==> config.mk <==
export PLATFORM = sky130hd
export DESIGN_NAME = darr_responder
export DESIGN_NICKNAME = d
export VERILOG_FILES = /design/src/darr_pkg.sv /design/src/darr_accel_fmt.sv /design/src/darr_ahb_regs.sv /design/src/darr_responder.sv
export SDC_FILE = /design/constraint.sdc
export NUM_CORES = 1
export LEC_CHECK = 0
export ABC_AREA = 1
export ABC_CLOCK_PERIOD_IN_PS = 4600
export BUFFER_PORTS_ARGS = -buffer_cell sky130_fd_sc_hd__buf_2
export CAP_MARGIN = 20
export CORE_MARGIN = 1.5
export CORE_UTILIZATION = 55
export CTS_BUF_LIST = sky130_fd_sc_hd__clkbuf_16
export CTS_CLUSTER_DIAMETER = 30
export CTS_CLUSTER_SIZE = 30
export DETAILED_ROUTE_END_ITERATION = 10
export PLACE_DENSITY_LB_ADDON = 0.2
export SYNTH_ARGS = -nofsm -noshare
export SYNTH_HDL_FRONTEND = slang
export SYNTH_SLANG_ARGS = --single-unit
==> constraint.sdc <==
create_clock -name hclk -period 4.6 [get_ports hclk]
set_input_delay 0.92 -clock hclk [delete_from_list [all_inputs] [get_ports hclk]]
set_output_delay 0.92 -clock hclk [all_outputs]
set_load 0.02 [all_outputs]
==> src/darr_pkg.sv <==
/*
 * Shared constants and carrier types for the acceleration read responder:
 * command codes, register offsets, field positions, reset values and the
 * request and response carriers.
 * Assumes frame decoding and frame check are handled outside this block.
 */
`default_nettype none
package darr_pkg;
    localparam logic [3:0] CMD_INIT = 4'h0;
    localparam logic [3:0] CMD_ACCEL = 4'h2;
    localparam logic [3:0] CMD_UNIMPL = 4'h3;
    localparam logic [3:0] ADDR_GLOBAL = 4'h0;
    localparam logic [4:0] LEN_LONG = 5'h10;
    localparam logic [4:0] LEN_SHORT8 = 5'h08;
    localparam logic [4:0] LEN_SHORT9 = 5'h09;
    localparam logic [4:0] LEN_FULL = 5'h0a;
    localparam logic [4:0] LEN_MAX = 5'h10;
    localparam logic [9:0] ACC_ERROR = 10'h000;
    localparam logic [9:0] ACC_MIN = 10'h001;
    localparam logic [9:0] ACC_ZERO_G = 10'h200;
    localparam int ERR_POS = 10;
    localparam int ST_POS = 12;
    localparam int AT_POS = 13;
    localparam int ADDR_POS = 12;
    localparam logic [7:0] REG_CTRL = 8'h00;
    localparam logic [7:0] REG_CFG = 8'h04;
    localparam logic [7:0] REG_ACC = 8'h08;
    localparam logic [7:0] REG_STAT = 8'h0c;
    localparam logic [7:0] REG_LAST = 8'h10;
    localparam logic [31:0] CTRL_RESET = 32'h0000_0000;
    localparam logic [31:0] CFG_RESET = 32'h0000_0000;
    localparam logic [31:0] ACC_RESET = 32'h0000_0200;

    typedef enum logic [1:0] {
        DARR_STD_LONG,
        DARR_STD_SHORT,
        DARR_ENH_LONG,
        DARR_ENH_SHORT
    } darr_fmt_type;

    typedef struct packed {
        logic [7:0] data;
        logic [3:0] addr;
        logic [3:0] cmd;
        darr_fmt_type fmt;
        logic [4:0] len;
    } darr_req_type;

    typedef struct packed {
        logic [15:0] bits;
        logic [4:0] len;
    } darr_rsp_type;
endpackage
`default_nettype wire

==> src/darr_accel_fmt.sv <==
/*
 * Builds the acceleration read response word from the sample and flags.
 * Assumes the sample is ten-bit offset binary and the length is 8 to 16.
 */
`default_nettype none
module darr_accel_fmt (
    // Sample and flags.
    input wire logic [9:0] sample,
    input wire logic err_flag,
    input wire logic st_flag,
    input wire logic [1:0] attr,
    input wire logic [3:0] addr,
    // Frame shape.
    input wire logic long_fmt,
    input wire logic [4:0] len,
    // Response bits, low aligned.
    output logic [15:0] word
);
    import darr_pkg::*;

    logic [7:0] t8;
    logic [8:0] t9;
    logic [15:0] full;
    logic [15:0] mask;

    always_comb begin
        // Low bits are dropped; a zero after truncation of valid data becomes one.
        t8 = sample[9:2];
        t9 = sample[9:1];
        if (sample != ACC_ERROR && t8 == 8'h00) begin
            t8 = 8'h01;
        end
        if (sample != ACC_ERROR && t9 == 9'h000) begin
            t9 = 9'h001;
        end
        // Upward from the result: error, zero, self-test, attribute 0, attribute 1, zero.
        full = {1'b0, attr, st_flag, 1'b0, err_flag, sample};
        mask = 16'hffff >> (5'(LEN_MAX) - len);
        if (long_fmt) begin
            word = {addr, 1'b0, err_flag, sample};
        end else if (len == LEN_SHORT8) begin
            word = {8'h00, t8};
        end else if (len == LEN_SHORT9) begin
            word = {7'h00, t9};
        end else if (len < LEN_SHORT8) begin
            word = 16'h0000;
        end else begin
            word = full & mask;
        end
    end
endmodule // darr_accel_fmt
`default_nettype wire

==> src/darr_ahb_regs.sv <==
/*
 * AHB-Lite slave for the responder's registers: control, configuration,
 * the acceleration sample, status and the last response.
 * Assumes single word transfers; the slave answers with zero wait states.
 */
`default_nettype none
module darr_ahb_regs (
    // Clock and reset.
    input wire logic hclk,
    input wire logic hresetn,
    // AHB-Lite slave.
    input wire logic hsel,
    input wire logic [31:0] haddr,
    input wire logic [1:0] htrans,
    input wire logic hwrite,
    input wire logic [2:0] hsize,
    input wire logic [31:0] hwdata,
    input wire logic hready,
    output logic [31:0] hrdata,
    output logic hreadyout,
    output logic hresp,
    // Register contents and status.
    output logic [31:0] ctrl_ff,
    output logic [31:0] cfg_ff,
    output logic [31:0] acc_ff,
    input wire logic [31:0] stat_val,
    input wire logic [31:0] last_val
);
    import darr_pkg::*;

    logic wr_pend_ff;
    logic [7:0] wr_addr_ff;
    logic take;

    assign take = hsel && hready && htrans[1];
    assign hreadyout = 1'b1;
    assign hresp = 1'b0;

    always_ff @(posedge hclk or negedge hresetn) begin
        if (!hresetn) begin
            wr_pend_ff <= 1'b0;
            wr_addr_ff <= 8'h00;
        end else begin
            wr_pend_ff <= take && hwrite;
            wr_addr_ff <= haddr[7:0];
        end
    end

    always_ff @(posedge hclk or negedge hresetn) begin
        if (!hresetn) begin
            ctrl_ff <= CTRL_RESET;
            cfg_ff <= CFG_RESET;
            acc_ff <= ACC_RESET;
        end else if (wr_pend_ff) begin
            case (wr_addr_ff)
                REG_CTRL: ctrl_ff <= hwdata;
                REG_CFG: cfg_ff <= hwdata;
                REG_ACC: acc_ff <= hwdata;
                default: ;
            endcase
        end
    end

    // Read data is registered so it stands during the data phase.
    always_ff @(posedge hclk or negedge hresetn) begin
        if (!hresetn) begin
            hrdata <= 32'h0000_0000;
        end else if (take && !hwrite) begin
            case (haddr[7:0])
                REG_CTRL: hrdata <= ctrl_ff;
                REG_CFG: hrdata <= cfg_ff;
                REG_ACC: hrdata <= acc_ff;
                REG_STAT: hrdata <= stat_val;
                REG_LAST: hrdata <= last_val;
                default: hrdata <= 32'h0000_0000;
            endcase
        end
    end
endmodule // darr_ahb_regs
`default_nettype wire

==> src/darr_responder.sv <==
/*
 * Acceleration read command handler: takes a decoded request frame,
 * decides whether to answer, and issues the response word with its length.
 * Assumes framing and frame check are done outside and that each request
 * arrives as a one-cycle strobe with its fields. Software sets the sample,
 * the flags and the enhanced format enable over AHB-Lite.
 */
`default_nettype none
module darr_responder (
    // Clock and reset.
    input wire logic hclk,
    input wire logic hresetn,
    // AHB-Lite slave.
    input wire logic hsel,
    input wire logic [31:0] haddr,
    input wire logic [1:0] htrans,
    input wire logic hwrite,
    input wire logic [2:0] hsize,
    input wire logic [31:0] hwdata,
    input wire logic hready,
    output logic [31:0] hrdata,
    output logic hreadyout,
    output logic hresp,
    // Request from the frame decoder.
    input wire logic req_valid,
    input wire darr_pkg::darr_req_type req,
    // Response to the frame encoder.
    output logic rsp_valid,
    output darr_pkg::darr_rsp_type rsp,
    // Device state.
    output logic [3:0] programmed_slave_address
);
    import darr_pkg::*;

    logic [31:0] ctrl_ff;
    logic [31:0] device_config_reg;
    logic [31:0] acc_ff;
    logic [31:0] stat_val;
    logic [31:0] last_val;
    logic [3:0] addr_ff;
    logic rsp_valid_ff;
    darr_rsp_type rsp_ff;
    logic [15:0] ans_cnt_ff;
    logic [15:0] ign_cnt_ff;
    logic [15:0] word;
    logic enh_en;
    logic err_flag;
    logic self_test_active_flag;
    logic [1:0] attribute_bits;
    logic fmt_ok;
    logic is_long;
    logic answer;
    logic init_ok;

    // Control: bit 0 enhanced formats, bit 1 internal fault, bit 2 self-test.
    assign enh_en = ctrl_ff[0];
    assign err_flag = ctrl_ff[1];
    assign self_test_active_flag = ctrl_ff[2];
    assign attribute_bits = device_config_reg[1:0];

    function automatic logic fmt_allowed(input darr_fmt_type f, input logic en);
        case (f)
            DARR_STD_LONG, DARR_STD_SHORT: fmt_allowed = 1'b1;
            default: fmt_allowed = en;
        endcase
    endfunction

    assign fmt_ok = fmt_allowed(req.fmt, enh_en);
    assign is_long = (req.fmt == DARR_STD_LONG) || (req.fmt == DARR_ENH_LONG);
    // Address match excludes the global address; data bits are never looked at.
    assign answer = req_valid && fmt_ok && req.cmd == CMD_ACCEL
        && addr_ff != ADDR_GLOBAL && req.addr == addr_ff;
    assign init_ok = req_valid && fmt_ok && req.cmd == CMD_INIT
        && addr_ff == ADDR_GLOBAL && req.addr != ADDR_GLOBAL;

    darr_ahb_regs u_regs (
        .hclk(hclk),
        .hresetn(hresetn),
        .hsel(hsel),
        .haddr(haddr),
        .htrans(htrans),
        .hwrite(hwrite),
        .hsize(hsize),
        .hwdata(hwdata),
        .hready(hready),
        .hrdata(hrdata),
        .hreadyout(hreadyout),
        .hresp(hresp),
        .ctrl_ff(ctrl_ff),
        .cfg_ff(device_config_reg),
        .acc_ff(acc_ff),
        .stat_val(stat_val),
        .last_val(last_val)
    );

    darr_accel_fmt u_fmt (
        .sample(acc_ff[9:0]),
        .err_flag(err_flag),
        .st_flag(self_test_active_flag),
        .attr(attribute_bits),
        .addr(addr_ff),
        .long_fmt(is_long),
        .len(is_long ? LEN_LONG : req.len),
        .word(word)
    );

    // Slave address assignment.
    always_ff @(posedge hclk or negedge hresetn) begin
        if (!hresetn) begin
            addr_ff <= ADDR_GLOBAL;
        end else if (init_ok) begin
            addr_ff <= req.addr;
        end
    end

    // Response strobe and word.
    always_ff @(posedge hclk or negedge hresetn) begin
        if (!hresetn) begin
            rsp_valid_ff <= 1'b0;
            rsp_ff <= '0;
        end else begin
            rsp_valid_ff <= answer;
            if (answer) begin
                rsp_ff.bits <= word;
                rsp_ff.len <= is_long ? LEN_LONG : req.len;
            end
        end
    end

    // Counters of answered and silently dropped acceleration read requests.
    always_ff @(posedge hclk or negedge hresetn) begin
        if (!hresetn) begin
            ans_cnt_ff <= 16'h0000;
            ign_cnt_ff <= 16'h0000;
        end else if (answer) begin
            ans_cnt_ff <= ans_cnt_ff + 16'h0001;
        end else if (req_valid && req.cmd == CMD_ACCEL) begin
            ign_cnt_ff <= ign_cnt_ff + 16'h0001;
        end
    end

    assign stat_val = {ign_cnt_ff[11:0], ans_cnt_ff[11:0], 4'h0, addr_ff};
    assign last_val = {11'h000, rsp_ff.len, rsp_ff.bits};
    assign rsp_valid = rsp_valid_ff;
    assign rsp = rsp_ff;
    assign programmed_slave_address = addr_ff;

    // The response is built from the previous cycle's state, so checks look one cycle back.
    answer_addr_a: assert property (@(posedge hclk) disable iff (!hresetn)
        rsp_valid |-> $past(req.addr) == addr_ff && addr_ff != ADDR_GLOBAL)
        else $error("response for foreign address");
    answer_next_a: assert property (@(posedge hclk) disable iff (!hresetn)
        answer |=> rsp_valid)
        else $error("accepted request not answered");
    global_silent_a: assert property (@(posedge hclk) disable iff (!hresetn)
        $past(addr_ff) == ADDR_GLOBAL |-> !rsp_valid)
        else $error("unaddressed device answered");
    cmd_accel_a: assert property (@(posedge hclk) disable iff (!hresetn)
        rsp_valid |-> $past(req.cmd) == CMD_ACCEL)
        else $error("answer to wrong command");
    unimpl_a: assert property (@(posedge hclk) disable iff (!hresetn)
        req_valid && req.cmd == CMD_UNIMPL |=> !rsp_valid && $stable(addr_ff))
        else $error("command 3 had an effect");
    fmt_gate_a: assert property (@(posedge hclk) disable iff (!hresetn)
        req_valid && !enh_en && (req.fmt == DARR_ENH_LONG || req.fmt == DARR_ENH_SHORT)
        |=> !rsp_valid)
        else $error("enhanced format answered while disabled");
    long_layout_a: assert property (@(posedge hclk) disable iff (!hresetn)
        rsp_valid && rsp.len == LEN_LONG |-> rsp.bits[15:12] == addr_ff && !rsp.bits[11]
        && rsp.bits[9:0] == $past(acc_ff[9:0]))
        else $error("long layout wrong");
    short8_a: assert property (@(posedge hclk) disable iff (!hresetn)
        rsp_valid && rsp.len == LEN_SHORT8 && $past(acc_ff[9:2]) != 8'h00 |->
        rsp.bits == {8'h00, $past(acc_ff[9:2])})
        else $error("8-bit short wrong");
    short9_a: assert property (@(posedge hclk) disable iff (!hresetn)
        rsp_valid && rsp.len == LEN_SHORT9 && $past(acc_ff[9:1]) != 9'h000 |->
        rsp.bits == {7'h00, $past(acc_ff[9:1])})
        else $error("9-bit short wrong");
    no_zero_a: assert property (@(posedge hclk) disable iff (!hresetn)
        rsp_valid && rsp.len == LEN_SHORT8 && $past(acc_ff[9:0]) != ACC_ERROR |->
        rsp.bits[7:0] != 8'h00)
        else $error("zero sent for valid sample");
    no_zero9_a: assert property (@(posedge hclk) disable iff (!hresetn)
        rsp_valid && rsp.len == LEN_SHORT9 && $past(acc_ff[9:0]) != ACC_ERROR |->
        rsp.bits[8:0] != 9'h000)
        else $error("zero sent for valid 9-bit sample");
    error_code_a: assert property (@(posedge hclk) disable iff (!hresetn)
        rsp_valid && rsp.len < LEN_FULL && $past(acc_ff[9:0]) == ACC_ERROR |->
        rsp.bits == 16'h0000)
        else $error("error code not passed as zero");
    full_result_a: assert property (@(posedge hclk) disable iff (!hresetn)
        rsp_valid && rsp.len >= LEN_FULL |-> rsp.bits[9:0] == $past(acc_ff[9:0]))
        else $error("full result wrong");
    gap_zero_a: assert property (@(posedge hclk) disable iff (!hresetn)
        rsp_valid && rsp.len > 5'h0b && rsp.len != LEN_LONG |-> !rsp.bits[11])
        else $error("gap bit not zero");
    len_match_a: assert property (@(posedge hclk) disable iff (!hresetn)
        answer && !is_long |=> rsp_valid && rsp.len == $past(req.len))
        else $error("length not matched");
    long_len_a: assert property (@(posedge hclk) disable iff (!hresetn)
        answer && is_long |=> rsp.len == LEN_LONG)
        else $error("long length wrong");
    pad_zero_a: assert property (@(posedge hclk) disable iff (!hresetn)
        rsp_valid && rsp.len >= LEN_SHORT8 && rsp.len != LEN_LONG |->
        (rsp.bits >> rsp.len) == 16'h0000)
        else $error("bits beyond length not zero");
    error_flag_a: assert property (@(posedge hclk) disable iff (!hresetn)
        rsp_valid && rsp.len >= 5'h0b |-> rsp.bits[ERR_POS] == $past(err_flag))
        else $error("error flag wrong");
    self_test_a: assert property (@(posedge hclk) disable iff (!hresetn)
        rsp_valid && rsp.len > 5'h0c && rsp.len != LEN_LONG |->
        rsp.bits[ST_POS] == $past(self_test_active_flag))
        else $error("self-test flag wrong");
    attr_bits_a: assert property (@(posedge hclk) disable iff (!hresetn)
        rsp_valid && rsp.len == 5'h0f |-> rsp.bits[AT_POS +: 2] == $past(attribute_bits))
        else $error("attribute bits wrong");
    init_zero_a: assert property (@(posedge hclk) disable iff (!hresetn)
        req_valid && req.cmd == CMD_INIT && req.addr == ADDR_GLOBAL |=> $stable(addr_ff))
        else $error("address zero assigned");
    init_set_a: assert property (@(posedge hclk) disable iff (!hresetn)
        init_ok |=> addr_ff == $past(req.addr))
        else $error("address not assigned");

    long_cov: cover property (@(posedge hclk) rsp_valid && rsp.len == LEN_LONG);
    short9_cov: cover property (@(posedge hclk) rsp_valid && rsp.len == LEN_SHORT9);
    short15_cov: cover property (@(posedge hclk) rsp_valid && rsp.len == 5'h0f);
    enh_cov: cover property (@(posedge hclk) answer && req.fmt == DARR_ENH_SHORT);
    err_code_cov: cover property (@(posedge hclk) rsp_valid && rsp.len == LEN_SHORT8
        && rsp.bits == 16'h0000);
endmodule // darr_responder
`default_nettype wire

==> flow_summary.yaml <==
global_routing:
  grt_use_total_pct: 27.8
  grt_pass1_vias: 7554
  grt_max_degree: 133
  antenna_found_initial: 0
  grt.overflow.total: 0
  grt_pass1_wl_mm: 38.2
synth:
  synthTopCellsByCount: "355 x nand2_1, 185 x dfrtp_1, 130 x o21ai_0"
  synth.distinct_cells: 35
  yosys_register_bits: 186
  synth_area_sq_um: 9110
  synth_cells: 1162
  synth_xor_area_share_pct: 2.79
  synth_area_leaders: "dfrtp_1 51%, nand2_1 15%, o21ai_0 7.1%"
  synthAdderAreaFrac_pct: 0.961
  async_flop_share_pct: 100
  synth_most_common_cell: "nand2_1"
  ys_warn_count: 0
  synth_edf_count: 0
  synth-compound-area-share_pct: 10.4
  synth_simple_gate_area_share_pct: 27.9
  netlist.area_leader.share_pct: 50.8
  seq_area_frac_synth_pct: 51.1
  synth.largest_area_cell: "dfrtp_1"
  syn_avg_cell_area_sq_um: 7.84
  synth_top_family_by_area: "simple AND/OR/NAND/NOR gates"
  synthFlopType: "dfrtp_1"
  synthMuxAreaShare_pct: 0
clock_tree:
  hold_buffers: 0
  path_clk_slew_ns: 0.07
  cts_tree: "built"
  cts_buffer_depth: 2
  cts_setup_buffers: 0
  numCtsBuffers: 17
  cts_resized: 0
  clkSinkCount: 186
  htree_levels: 4
  worstSkewPairLatency_ns: 0.45
  ctsRootBufferMaster: "clkbuf_16"
worst_hold_path:
  hold_class: "in -> async"
setup_path:
  r2r_start: "programmed_slave_address[3]"
  cp-start-kind: "input port"
  cp_max_fo: 24
  max_stage_delay_ns: 0.36
  path_cells: "buf_2 -> nand2_1 -> ha_1 -> inv_1 -> nor2_1 -> nand2_1 -> nand2_1 -> nor2_1 -> nand2_1 -> nand2_1 -> nand2_1 -> a21oi_1"
  crit_top_cell: "nand2_1"
  required_ns: 4.97
  slowest_stage: "buf_2"
  worst-setup-path-type: "in -> reg"
  critPathLaunch: "req[5]"
  end_kind: "flop"
  cp.arrival_ns: 3.03
routing:
  wirelength_mm: 23.3
  drc: 0
  drt_iter0_markers: 642
  num_vias: 8071
  via_per_inst: 5.41
  routedWlPerCell_microns: 15.6
  first_pass_iters: 6
  ant_nets: 0
sta:
  finalHoldViolCount: 0
  fin_crit_sh_pct: 57.9
  setup_ws_ns: 1.94
  skew_ns: 0.0159
  grt_setup_unrepaired: "no"
  setup_viol: 0
  worst_pin_slew_ns: 0.773
  slew_viol_final: 0
  relSlewSlack_pct: 48.4
  fmax_ghz: 0.376
  finalSetupTns_ns: 0
  layout_min_cycle_time_ns: 2.66
placed_design:
  post-place-ws_ns: 1.59
  place.gp.congestion: 0.901
  hpwl_mm: 15.6
  portBuffers: 118
cells_and_area:
  syn2layout_area_growth_pct: 14.9
  diodes: 0
  fin_nets: 1369
  drive_gt1_share_pct: 14.5
run:
  cap_violations: 0
power_and_ir_drop:
  totalPowerFinal_w: 0.00362
  p_leak_nw: 5.56
  peakVddDrop_uv: 308
  power_density_nw_per_um2: 346
die:
  core_sq_um: 16100
  design.die.area_sq_um: 17300
  pin_count: 158
  start_util_pct: 56.7
  die-width_microns: 132
  dieHeight_microns: 132
  fp-row-count: 46
outcome:
  status: "finished, final reports clean"
## logic make-up after synthesis
logic type / Yosys count
other cells: 2
flops: 186
simple gates: 603
compound gates: 183
xor+xnor: 29
buf+inv: 152
fa+ha+maj: 7
## metrics by stage
stage / instances / area (sq um) / util [%] / hold slack [ns]
final: 1493 / 10500 / 65.2 / 0.318
after global placement: 1459 / 9880 / 61.5 / 0.461
after detailed placement: 1459 / 9880 / 61.5 / 0.463
after CTS: 1491 / 10400 / 65.0 / 0.482
after floorplan: 1163 / 9110 / - / 0.453
after global routing: 1493 / 10500 / 65.2 / 0.321
## path summary, 6_finish.rpt
kind / endpoint / slack [ns] / cells after the start
worst max-delay path: rsp[10] / 1.94 / 12
worst min-delay path: u_regs.ctrl_ff[10] / 0.32 / 1
min in group hclk: u_regs.hrdata[31] / 0.48 / 2
worst max register to register: rsp[1] / 2.37 / 7
worst min register to register: u_regs.hrdata[31] / 0.48 / 2
max in group asynchronous: u_regs.cfg_ff[26] / 3.48 / 2
## report_power, final
part           internal [W]  switching, W  total, W
sequential          0.00173     0.0000756   0.00180
combinational      0.000145      0.000282  0.000428
clock              0.000745      0.000645   0.00139
total               0.00262       0.00100   0.00362
## layer usage
metal | share of wire [%] | vias to the layer above | track usage [%]
met2 | 48 | 263 | 45.1
met1 | 45 | 3844 | 38.3
met5 | 0 | - | 0
met3 | 5.1 | 28 | 4.13
li1 | - | 3936 | -
met4 | 2.2 | 0 | 10.5
## worst max-delay path, delay by kind of cell
kind | cells | cell delay [ns]
AO/OA/AOI/OAI | 1 | 0.15
adder cells (fa/ha/maj) | 1 | 0.35
buffers and inverters | 2 | 0.47
AND/OR/NAND/NOR | 8 | 1.16
## registers in the layout (all words and copies together) (netlist names)
register	flops
u_regs.acc_ff	32
u_regs.cfg_ff	32
u_regs.ctrl_ff	32
u_regs.hrdata	32
rsp	20
ans_cnt_ff	12
ign_cnt_ff	12
u_regs.wr_addr_ff	8
programmed_slave_address	4
rsp_valid	1
u_regs.wr_pend_ff	1
## placed cells by master (no fill, tap or decap), types with 3 or more instances in the layout
| master | synthesis | routed |
|---|---|---|
| o21ai_2 | 6 | 6 |
| buf_4 | 5 | 9 |
| conb_1 | 2 | 3 |
| nand3_2 | 2 | 3 |
| xor2_1 | 22 | 22 |
| nand2_1 | 355 | 354 |
| clkinv_1 | 1 | 4 |
| nor2_2 | 2 | 3 |
| o21ai_0 | 130 | 130 |
| nand3b_1 | 4 | 4 |
| clkinv_4 | 0 | 5 |
| nor3_4 | 1 | 3 |
| xnor2_1 | 7 | 7 |
| inv_1 | 99 | 100 |
| nor2_1 | 106 | 105 |
| clkbuf_16 | 0 | 17 |
| nand4_1 | 20 | 20 |
| buf_2 | 10 | 117 |
| ha_1 | 7 | 7 |
| nor3_1 | 8 | 8 |
| nand3_1 | 96 | 95 |
| a21oi_1 | 44 | 44 |
| inv_2 | 3 | 3 |
| dfrtp_1 | 185 | 185 |
## cell type report
| class | instances | area [sq um] |
|---|---|---|
| Clock inverter | 15 | 129 |
| Fill cell | 1407 | 5590 |
| Inverter | 104 | 395 |
| Clock buffer | 17 | 425 |
| Multi-Input combinational cell | 825 | 3870 |
| Sequential cell | 186 | 4660 |
| Timing Repair Buffer | 130 | 729 |
| Tap cell | 216 | 270 |
(Power assumes the default switching activity.)
